File: src/include/fps_defines.vh
`ifndef FPS_DEFINES_VH
`define FPS_DEFINES_VH
`define FPS_CMD_DWP 8'h35
`define FPS_CMD_QWP 8'h56
`define FPS_CMD_SEFP 8'h30
`define FPS_CMD_QEFP 8'h75
`define FPS_CMD_CONFIRM 8'hd0
`define FPS_CMD_CLR_STATUS 8'h50
`define FPS_EXIT_WORD 16'hffff
`define FPS_SR_READY 7
`define FPS_SR_ERASE_FAIL 5
`define FPS_SR_PROG_FAIL 4
`define FPS_SR_LOCK_VIOL 1
`define FPS_SR_BANK_WRITE 0
`define FPS_SR_RESET 8'h80
`define FPS_PAGE_WORDS 4
`define FPS_PROG_NS 8000
`endif

File: src/hw/fps_fifo.v
`timescale 1ns/10ps
// Data FIFO between the host write path and the array programmer.
module fps_fifo #(
	parameter WIDTH = 40,
	parameter DEPTH = 32,
	parameter AW = 5
) (
	// Clock and control
	input wire core_clk,
	input wire nrst,
	input wire ce,
	// Fill side
	input wire in_valid,
	output wire in_ready,
	input wire [WIDTH-1:0] in_data,
	// Drain side
	output wire out_valid,
	input wire out_ready,
	output wire [WIDTH-1:0] out_data
);
	reg [WIDTH-1:0] mem_q [0:DEPTH-1];
	reg [AW-1:0] wr_q;
	reg [AW-1:0] rd_q;
	reg [AW:0] cnt_q;
	wire push;
	wire pop;
	assign in_ready = (cnt_q != DEPTH[AW:0]);
	assign out_valid = (cnt_q != {(AW+1){1'b0}});
	assign out_data = mem_q[rd_q];
	assign push = in_valid & in_ready;
	assign pop = out_valid & out_ready;
	always @(posedge core_clk) begin
		if (ce && push) begin
			mem_q[wr_q] <= in_data;
		end
	end
	always @(posedge core_clk) begin
		if (!nrst) begin
			wr_q <= {AW{1'b0}};
			rd_q <= {AW{1'b0}};
			cnt_q <= {(AW+1){1'b0}};
		end else if (ce) begin
			if (push) begin
				wr_q <= wr_q + 1'b1;
			end
			if (pop) begin
				rd_q <= rd_q + 1'b1;
			end
			if (push && !pop) begin
				cnt_q <= cnt_q + 1'b1;
			end else if (pop && !push) begin
				cnt_q <= cnt_q - 1'b1;
			end
		end
	end
endmodule

File: src/hw/fps_sequencer.v
`timescale 1ns/10ps
`include "fps_defines.vh"
// Operation
// - Page is four words, A1:A0 differ
// - No other-bank operations or suspend meanwhile
// - Code 75h starts; reads return status
// - After setup every write is data
// - Load phase is exactly four writes
// - Only first page word address checked
// - FFFFh outside block enters exit
// - Program, verify, reprogram automatically after load; a retry only waits and re-checks arr_ok, no new array write
// - Busy: ready 0, bank-write 1, then 0
// - Next first word restarts load phase
// - Exit to read array; record failures
// - Double word: 35h then two writes
// - Quadruple word: 56h then four writes
// - Stream: 30h, D0h, data, verify, exits
// - Setup code accepted anywhere in bank
// - Confirm accepted anywhere in block
// - Ready bit 1 idle, 0 active
// - Error bits sticky until clear or reset
// - Reset aborts programming
module fps_sequencer #(
	parameter AW = 21,
	parameter BLK_BITS = 15,
	parameter BANK_BITS = 18,
	parameter DEPTH = 32,
	parameter PROG_CYC = (`FPS_PROG_NS + 24) / 25,
	parameter MAX_TRIES = 4
) (
	// Clock, reset, enable
	input wire core_clk,
	input wire nrst,
	input wire ce,
	// Host bus
	input wire bus_we,
	input wire bus_re,
	input wire [AW-1:0] bus_addr,
	input wire [15:0] bus_data,
	output reg [15:0] rd_data,
	output reg rd_valid,
	// Array programming port
	output reg arr_we,
	output reg [AW-1:0] arr_addr,
	output reg [15:0] arr_data,
	input wire arr_ok,
	input wire [15:0] arr_rdata,
	// Status and control
	output reg [7:0] status_q,
	output reg status_mode_q,
	output reg bank_lock_q,
	input wire lock_violation_in
);
	localparam S_IDLE = 8'h01;
	localparam S_SETUP_DW = 8'h02;
	localparam S_SETUP_ST = 8'h04;
	localparam S_LOAD = 8'h08;
	localparam S_PROG = 8'h10;
	localparam S_STREAM = 8'h20;
	localparam S_VERIFY = 8'h40;
	localparam S_STDRAIN = 8'h80;
	localparam MODE_DW = 2'd0;
	localparam MODE_QW = 2'd1;
	localparam MODE_QEFP = 2'd2;
	localparam MODE_SEFP = 2'd3;

	reg [7:0] st_q;
	reg [1:0] mode_q;
	reg [AW-1:0] start_word_address_q;
	reg [AW-1:0] page_q;
	reg [AW-1:0] sp_addr_q;
	reg [2:0] cnt_q;
	reg [2:0] need_q;
	reg [15:0] wait_q;
	reg [2:0] tries_q;
	reg we_s1, we_s2, we_s3, re_s1, re_s2;
	reg [AW-1:0] a_s1, a_s2;
	reg [15:0] d_s1, d_s2;
	wire we_p;
	wire in_blk;
	wire exit_hit;
	reg f_valid;
	reg [AW+15:0] f_in;
	wire f_ready;
	wire q_valid;
	reg q_ready;
	wire [AW+15:0] q_data;

	assign we_p = we_s2 & ~we_s3;
	assign in_blk = (a_s2[AW-1:BLK_BITS] ==
		start_word_address_q[AW-1:BLK_BITS]);
	assign exit_hit = !in_blk && (d_s2 == `FPS_EXIT_WORD);

	fps_fifo #(.WIDTH(AW+16), .DEPTH(DEPTH), .AW(5)) fps_fifo_i (
		.core_clk(core_clk),
		.nrst(nrst),
		.ce(ce),
		.in_valid(f_valid),
		.in_ready(f_ready),
		.in_data(f_in),
		.out_valid(q_valid),
		.out_ready(q_ready),
		.out_data(q_data)
	);

	// Bus pins come from an asynchronous host: two stages first.
	always @(posedge core_clk) begin
		if (!nrst) begin
			we_s1 <= 1'b0;
			we_s2 <= 1'b0;
			we_s3 <= 1'b0;
			re_s1 <= 1'b0;
			re_s2 <= 1'b0;
			a_s1 <= {AW{1'b0}};
			a_s2 <= {AW{1'b0}};
			d_s1 <= 16'h0000;
			d_s2 <= 16'h0000;
		end else if (ce) begin
			we_s1 <= bus_we;
			we_s2 <= we_s1;
			we_s3 <= we_s2;
			re_s1 <= bus_re;
			re_s2 <= re_s1;
			a_s1 <= bus_addr;
			a_s2 <= a_s1;
			d_s1 <= bus_data;
			d_s2 <= d_s1;
		end
	end

	// Word queued for the array: load words packed by slot, stream raw.
	always @* begin
		f_valid = 1'b0;
		f_in = {a_s2, d_s2};
		if (we_p && st_q == S_LOAD) begin
			f_valid = 1'b1;
			f_in = {page_q[AW-1:2], cnt_q[1:0], d_s2};
			if (cnt_q == 3'd0) begin
				f_in = {a_s2[AW-1:2], 2'b00, d_s2};
				f_valid = (mode_q != MODE_QEFP) || in_blk;
			end
		end else if (we_p && (st_q == S_STREAM || st_q == S_VERIFY)) begin
			f_valid = !exit_hit;
		end
	end

	always @(posedge core_clk) begin
		if (!nrst) begin
			// Reset aborts any program cycle under way.
			st_q <= S_IDLE;
			mode_q <= MODE_DW;
			start_word_address_q <= {AW{1'b0}};
			page_q <= {AW{1'b0}};
			sp_addr_q <= {AW{1'b0}};
			cnt_q <= 3'd0;
			need_q <= 3'd0;
			wait_q <= 16'h0000;
			tries_q <= 3'd0;
			q_ready <= 1'b0;
			status_q <= `FPS_SR_RESET;
			status_mode_q <= 1'b0;
			bank_lock_q <= 1'b0;
			rd_data <= 16'h0000;
			rd_valid <= 1'b0;
			arr_we <= 1'b0;
			arr_addr <= {AW{1'b0}};
			arr_data <= 16'h0000;
		end else if (ce) begin
			arr_we <= 1'b0;
			q_ready <= 1'b0;
			rd_valid <= re_s2;
			rd_data <= status_mode_q ? {8'h00, status_q} : arr_rdata;
			case (st_q)
			S_IDLE: begin
				if (we_p) begin
					// Setup is taken at any address of the bank.
					start_word_address_q <= a_s2;
					cnt_q <= 3'd0;
					case (d_s2[7:0])
					`FPS_CMD_DWP: begin
						mode_q <= MODE_DW;
						need_q <= 3'd2;
						st_q <= S_LOAD;
						status_mode_q <= 1'b1;
						bank_lock_q <= 1'b1;
					end
					`FPS_CMD_QWP: begin
						mode_q <= MODE_QW;
						need_q <= 3'd4;
						st_q <= S_LOAD;
						status_mode_q <= 1'b1;
						bank_lock_q <= 1'b1;
					end
					`FPS_CMD_QEFP: begin
						mode_q <= MODE_QEFP;
						need_q <= 3'd4;
						st_q <= S_LOAD;
						status_mode_q <= 1'b1;
						bank_lock_q <= 1'b1;
					end
					`FPS_CMD_SEFP: begin
						mode_q <= MODE_SEFP;
						st_q <= S_SETUP_ST;
					end
					`FPS_CMD_CLR_STATUS: begin
						status_q <= `FPS_SR_RESET;
					end
					default: status_mode_q <= 1'b0;
					endcase
				end
			end
			S_SETUP_ST: begin
				// Confirm at any address in the block.
				if (we_p) begin
					if (d_s2[7:0] == `FPS_CMD_CONFIRM) begin
						st_q <= S_STREAM;
						status_mode_q <= 1'b1;
						bank_lock_q <= 1'b1;
						status_q[`FPS_SR_READY] <= 1'b0;
					end else begin
						st_q <= S_IDLE;
					end
				end
			end
			S_LOAD: begin
				if (we_p) begin
					if (cnt_q == 3'd0 && mode_q == MODE_QEFP && exit_hit) begin
						st_q <= S_IDLE;
						status_mode_q <= 1'b0;
						bank_lock_q <= 1'b0;
						status_q[`FPS_SR_READY] <= 1'b1;
					end else if (f_valid) begin
						status_q[`FPS_SR_READY] <= 1'b0;
						if (cnt_q == 3'd0) begin
							page_q <= a_s2;
						end
						if (cnt_q + 3'd1 == need_q) begin
							cnt_q <= 3'd0;
							st_q <= S_PROG;
							status_q[`FPS_SR_BANK_WRITE] <= 1'b1;
							wait_q <= 16'h0000;
							tries_q <= 3'd0;
						end else begin
							cnt_q <= cnt_q + 3'd1;
						end
					end
				end
			end
			S_PROG: begin
				// Words drain from the FIFO, then program and verify.
				if (q_valid && !q_ready) begin
					q_ready <= 1'b1;
					arr_we <= 1'b1;
					arr_addr <= q_data[AW+15:16];
					arr_data <= q_data[15:0];
				end else if (!q_valid) begin
					if (wait_q == PROG_CYC[15:0]) begin
						wait_q <= 16'h0000;
						if (arr_ok || tries_q == MAX_TRIES[2:0]) begin
							status_q[`FPS_SR_PROG_FAIL] <=
								status_q[`FPS_SR_PROG_FAIL] | ~arr_ok;
							status_q[`FPS_SR_BANK_WRITE] <= 1'b0;
							if (mode_q == MODE_QEFP) begin
								st_q <= S_LOAD;
							end else begin
								st_q <= S_IDLE;
								bank_lock_q <= 1'b0;
								status_q[`FPS_SR_READY] <= 1'b1;
							end
						end else begin
							tries_q <= tries_q + 3'd1;
						end
					end else begin
						wait_q <= wait_q + 16'h0001;
					end
				end
			end
			S_STREAM, S_VERIFY: begin
				status_q[`FPS_SR_BANK_WRITE] <= ~f_ready;
				if (q_valid && !q_ready) begin
					q_ready <= 1'b1;
					arr_data <= q_data[15:0];
					// A repeated start address steps to the next location.
					if (cnt_q == 3'd0 || q_data[AW+15:16] != sp_addr_q) begin
						arr_addr <= q_data[AW+15:16];
					end else begin
						arr_addr <= arr_addr + 1'b1;
					end
					if (cnt_q == 3'd0) begin
						sp_addr_q <= q_data[AW+15:16];
					end
					cnt_q <= 3'd1;
					arr_we <= (st_q == S_STREAM);
				end else if (q_ready && st_q == S_VERIFY) begin
					arr_we <= (arr_rdata != arr_data);
				end
				if (we_p && exit_hit) begin
					st_q <= (st_q == S_STREAM) ? S_VERIFY : S_STDRAIN;
					cnt_q <= 3'd0;
				end
			end
			S_STDRAIN: begin
				if (q_valid && !q_ready) begin
					q_ready <= 1'b1;
				end else if (!q_valid) begin
					st_q <= S_IDLE;
					bank_lock_q <= 1'b0;
					status_q[`FPS_SR_READY] <= 1'b1;
					status_q[`FPS_SR_BANK_WRITE] <= 1'b0;
				end
			end
			default: st_q <= S_IDLE;
			endcase
			// Placed after the case so a set wins over a clear.
			if (lock_violation_in) begin
				status_q[`FPS_SR_LOCK_VIOL] <= 1'b1;
			end
		end
	end
endmodule

File: config.mk
export PLATFORM = sky130hd
export DESIGN_NAME = fps_sequencer
export DESIGN_NICKNAME = d
export VERILOG_FILES = /design/src/hw/fps_fifo.v /design/src/hw/fps_sequencer.v
export VERILOG_INCLUDE_DIRS = /design/src /design/src/include
export SDC_FILE = /design/constraint.sdc
export NUM_CORES = 2
export LEC_CHECK = 0
export BUFFER_PORTS_ARGS = -buffer_cell sky130_fd_sc_hd__buf_2
export CAP_MARGIN = 20
export CORE_MARGIN = 8
export CORE_UTILIZATION = 25
export DETAILED_ROUTE_END_ITERATION = 8
export PLACE_DENSITY = 0.46
export SLEW_MARGIN = 10
export SYNTH_ARGS = -nofsm -noshare
export SYNTH_HDL_FRONTEND = slang
export SYNTH_HIERARCHICAL = 1
export SYNTH_SLANG_ARGS = --single-unit
File: constraint.sdc
create_clock -name core_clk -period 5 [get_ports core_clk]
set_input_delay 0.5 -clock core_clk [delete_from_list [all_inputs] [get_ports core_clk]]
set_output_delay 0.5 -clock core_clk [all_outputs]
set_load 0.05 [all_outputs]
== After elaboration in Yosys (flattened, before gate mapping) ==
Memory sizes are Yosys's and may differ from the RTL's. A register that Yosys moved wholly into a read port is not among the register bits.
Cells that the tools add are included.
Word-level totals
  flip-flop bits (word level): 255
  bits in latches: 0
  memory bits (writable): 1184
  bits in read-only memories: 0
  input bits: 60
  output and inout port bits: 65
  memories kept: 1
Memory list
  fps_fifo_i.mem_q: words 32, width 37, read ports 1, clocked after memory_dff 1, wr ports 1, RTL line fps_fifo.v:21  | reg [WIDTH-1:0] mem_q [0:DEPTH-1];
Operators by class
  add/subtract/negate cells: 8
  $mul: 0
  div/mod/pow operators: 0
  $lt $le $gt $ge: 0
  equality and inequality tests: 49
  shift operators: 0
  mux-type cells: 114
  bitwise logic cells: 8
  reduce and logical (&&, ||, !) cells: 61
Operators with widths (count)
  $mux 16: 8
  $mux 8: 16
  $mux 37: 2
  $mux 21: 3
  $mux 1: 49
  $pmux 8 s6: 1
  $mux 3: 15
  $pmux 21 s2: 1
  $ne 2x2->1 const B: 19
  $eq 8x7->1 const B: 4
  $pmux 16 s2: 1
  $reduce_and 15->1: 2
  $reduce_and 14->1: 2
  $eq 8x6->1 const B: 3
  $reduce_and 8->1: 3
  $add 21x1->21 const B: 1
  $ne 21x21->1: 1
  $reduce_and 4->1: 5
  $mux 6: 3
  $add 16x1->16 const B: 1
  $eq 16x16->1 const B: 1
  $eq 16x9->1 const B: 1
  $eq 8x8->1 const B: 2
  $ne 16x16->1: 1
  other kinds (46): 95

== Logic depth before layout (Yosys ltp) ==
  depth after elaboration: 11
  mapped depth: 17
  depth with buffers taken out: 15

== Modules after synthesis ==
The synthesis kept the hierarchy.
By module, submodules not included
  fps_fifo: times used 1, cells each 2350, area each 46499.6 sq um
  fps_sequencer: times used 1, cells each 1272, area each 10715.3 sq um

== Worst setup path after synthesis ==
OpenSTA, ideal clock, no wires.
  path kind: register to register
  from: reg st_q[2]
  to: mem fps_fifo_i/mem_q[29][0] (netlist name) (enable)
  data arrival time: 3.484 ns
  data required time: 4.569 ns
  path slack: 1.085 ns
  cell stages (with the launch flop): 10
  path buffers: 2
  period minus slack after synthesis: 3.915 ns
  cell sequence: dfxtp_1 -> buf_6 -> nor4_1 -> and3_1 -> clkbuf_1 -> a2bb2oi_1 -> nor2_1 -> o311a_1 -> nand2_1 -> nor2_1
Between the ends
  cells in the longest elaborated chain, start to end: 9
RTL lines
  from (decl): RTL line fps_sequencer.v:67  | reg [7:0] st_q;
  from (signal assigned): RTL line fps_sequencer.v:298  | st_q <= (st_q == S_STREAM) ? S_VERIFY : S_STDRAIN;
  $eq 8x6->1 / $eq 8x7->1 (equally long branches): RTL line fps_sequencer.v:142  | end else if (we_p && (st_q == S_STREAM || st_q == S_VERIFY)) begin
  $logic_or 1x1->1: RTL line fps_sequencer.v:142
  $logic_and 1x1->1: RTL line fps_sequencer.v:142
  $mux 1: RTL line fps_sequencer.v:142
  $mux 1 *: RTL line fps_sequencer.v:135  | if (we_p && st_q == S_LOAD) begin
  via f_valid: RTL line fps_sequencer.v:82  | reg f_valid;
  $and 1x1->1 *: RTL line fps_fifo.v:30  | assign push = in_valid & in_ready;
  $logic_and 1x1->1 *: RTL line fps_fifo.v:33  | if (ce && push) begin
  $mux 1 *: RTL line fps_fifo.v:33
  $mux 1 (not written as such) *: RTL line fps_fifo.v:34  | mem_q[wr_q] <= in_data;
  to (decl): RTL line fps_fifo.v:21
Mark *: on every way through the listed nets, which the timed path passes. The rest lies on a longest branch.

==> metrics.txt <==
IO Count 125; CP peak stage delay 0.80 ns; layout cell share with drive strength beyond 1 23.29%; final hold violations 0; Clk Latency, worst-skew pair 0.78 ns; Synth area leader edfxtp_1; crit end category flop; share of Yosys cell area claimed by the top area cell type 62.14%; final period utilization 90.83%; most used cell, CP buf_4; Synth async-reset ratio 0%; maximum vdd ir drop 352.0 uV; final-report max-slew violation count 0; die height 494.4 microns; Synth Register Bits 1425; DRT antenna net count 0; Num CTS Buffers 149; Avg Cell Area, Syn 15.80 sq um; global-route wire length before repair 244.5 mm; Core Region 227500 sq um; Clock Path Buffers 3; grt total ovfl 0; postcts setup bufs 0; Flop pwr share 53.1%; die area 244400 sq um; Port Buffers 120; pwr dens 357.0 nW/um^2; slowest CP cell or4_1; DRT Pass-1 Iters 5; Net Sw Frac 20.34%; Clock Pin Slew Worst Setup and Hold Paths 0.06 ns; total wire length 170.5 mm; FF+latch area 40390 sq um; final number of setup-violating endpoints 0; Yosys cell types 75; Max Clock Freq 220.2 MHz; Initial DRC Count 2915; worst hold path type in2reg; Final Cell Area 67810 sq um; initial antenna violation count 10; Post-route DRC 0; vias per cell 4.736; All-Layer GR Usage 13.56%; CTS tree done; H-tree levels 4; warning count from the yosys run 6; Clock Tree Root clkbuf_16; fill count 22500; NetSw 0.004925 W; synthesized area 57210 sq um; Logic pwr share 1.6%; wire per inst 24.37 microns; Clock power frac 45.4%; Initial Util 25.15%; max_slew headroom 31.72%; RSZ-0062 raised after global routing false; Synth Flop Type edfxtp_1; Startpoint Class flop; # rows 175; min Tclk post-route 4.541 ns; Crit path required time 5.67 ns; TNS Setup 0 ns; max-cap violations 0; CP Cell Sequence buf_4 > buf_4 > mux4_2 > a22o_1 > or4_1 > xor2_1 > nor2_1 > nand4_1 > buf_4 > nor2_1 > a21oi_1 > o221a_2; Final HPWL DP 101.0 mm; Area growth syn-to-layout 18.51%; Synth Instances 3622; area of the multi-input gates 16070 sq um; via count 33140; placed cell area 62460 sq um; cells taking the most area after synthesis edfxtp_1 (62%), dfxtp_1 (8.4%), mux4_2 (5.8%); kind of critical path reg2reg; Pint 0.01928 W; CP max FO 30; CTS Sinks 1425; global placement routability congestion 0.7815; result of the run completed; Seq/Total Area, Yosys 70.57%; Worst-Margin Slew 1.022 ns; clk_skew 0.02867 ns; vias in the first global route 33390; Die Span X 494.4 microns; WP data arrival 5.21 ns; EDFF count, synth 1184; Net count, final 3947; largest net degree at the start of global routing 103; P_leak 19.95 nW
[power groups by stage]
stage	clock network, W	registers, W	logic (W)
after floorplan	0	0.0131	0.000166
final	0.0110	0.0128	0.000385
after detailed placement	0	0.0131	0.000355
after global routing	0.0117	0.0128	0.000422
after CTS	0.0113	0.0128	0.000389
after global placement	0	0.0131	0.000349
[cell families (layout without fill, tap and decap cells)]
| logic type | after synthesis | in the layout | share of synthesized area, % |
|---|---|---|---|
| mux | 501 | 501 | 12.53 |
| compound gates | 569 | 569 | 6.556 |
| simple gates | 803 | 803 | 7.138 |
| buf+inv | 249 | 608 | 1.903 |
| xor+xnor | 55 | 55 | 0.8660 |
| fa+ha+maj | 19 | 19 | 0.4286 |
| other cells | 1 | 8 | 0.006554 |
| flops | 1425 | 1425 | 70.57 |
[cells in the final DEF, fill, tap and decap left out, drive strengths merged, types with 36 or more instances in the layout]
cell	count
a211oi	86
a21oi	110
a22o	74
buf	269
clkbuf	194
clkinv	54
dfxtp	241
dlygate4sd3	52
edfxtp	1184
mux2	241
mux2i	112
mux4	148
nand2	201
nand3	37
nor2	173
nor2b	98
nor3	104
o21ai	124
o22ai	77
or4	44
xor2	36
[worst max-delay path, delay by kind of cell (launching register included)]
kind	cells	cell delay, ns
DFF	1	0.62
AOI/OAI and AO/OA	3	0.63
muxes	1	0.49
and+or+nand+nor	4	1.57
buffers and inverters	3	0.84
xor gates and xnor gates	1	0.25
[cell usage after synthesis, types with 36 or more instances]
cell,instances
mux2i_1,112
clkbuf_1,158
xor2_1,36
a21oi_1,109
a22o_1,74
edfxtp_1,1184
or4_1,43
mux2_2,241
nor3_1,104
mux4_2,148
a211oi_1,86
nand2_1,201
nand3_1,37
nor2b_1,98
dfxtp_1,241
o21ai_0,124
nor2_1,173
o22ai_1,77
[layout make-up]
cell class | instances | area share (%)
inverter | 19 | 0.1126
multi-input combinational | 1951 | 23.70
tap | 3009 | 5.552
clock buffer | 193 | 5.975
timing repair buffer | 322 | 3.991
antenna | 4 | 0.01476
clock inverter | 74 | 1.091
sequential | 1425 | 59.56
[routing by layer]
layer | track usage [%] | up-vias | routed length [microns]
li1 | - | 14680 | -
met5 | 0 | - | 0
met1 | 18.60 | 17320 | 77430
met3 | 2.041 | 192 | 9002
met4 | 3.220 | 0 | 3145
met2 | 22.63 | 944 | 80950
[final timing paths]
| path | from | to | slack [ns] | cells after the start |
|---|---|---|---|---|
| min reg2reg | page_q[18] | page_q[18] | 0.46 | 2 |
| max | flop | arr_addr[14] | 0.46 | 12 |
| max reg2reg | flop | arr_addr[14] | 0.46 | 12 |
| min | arr_rdata[1] | rd_data[1] | 0.10 | 3 |
[metrics by stage]
stage               utilization (%)  power, W  hold WS (ns)  worst slack (ns)  std cells
finish                        29.80   0.02421        0.1038            0.4587       6997
global route                  29.80   0.02497       0.08197            0.2430       6993
CTS                           29.79   0.02452       0.03522            0.4311       6992
detailed placement            27.45   0.01345        0.4486            0.4424       6673
global placement              27.45   0.01345        0.4400            0.3855       6672
floorplan                         -   0.01330        0.4322             1.085       3625
[sequential cells by signal, indices dropped and copies added (netlist names), 3 cells and up, named ones only]
name / cells
fps_fifo_i/wr_q: 5
tries_q: 3
wait_q: 16
fps_fifo_i/mem_q: 1184
arr_addr: 21
rd_data: 16
start_word_address_q: 6
status_q: 4
st_q: 7
cnt_q: 3
page_q: 19
d_s1: 16
fps_fifo_i/cnt_q: 6
fps_fifo_i/rd_q: 5
d_s2: 16
arr_data: 16
a_s2: 21
a_s1: 21
sp_addr_q: 21
[timing repair]
item	in CTS	in global routing
setup endpoints to repair	0	0
hold buffers	52	0
endpoints found under the hold margin	52	0
gates resized for setup	0	0
(Power assumes the default switching activity.)
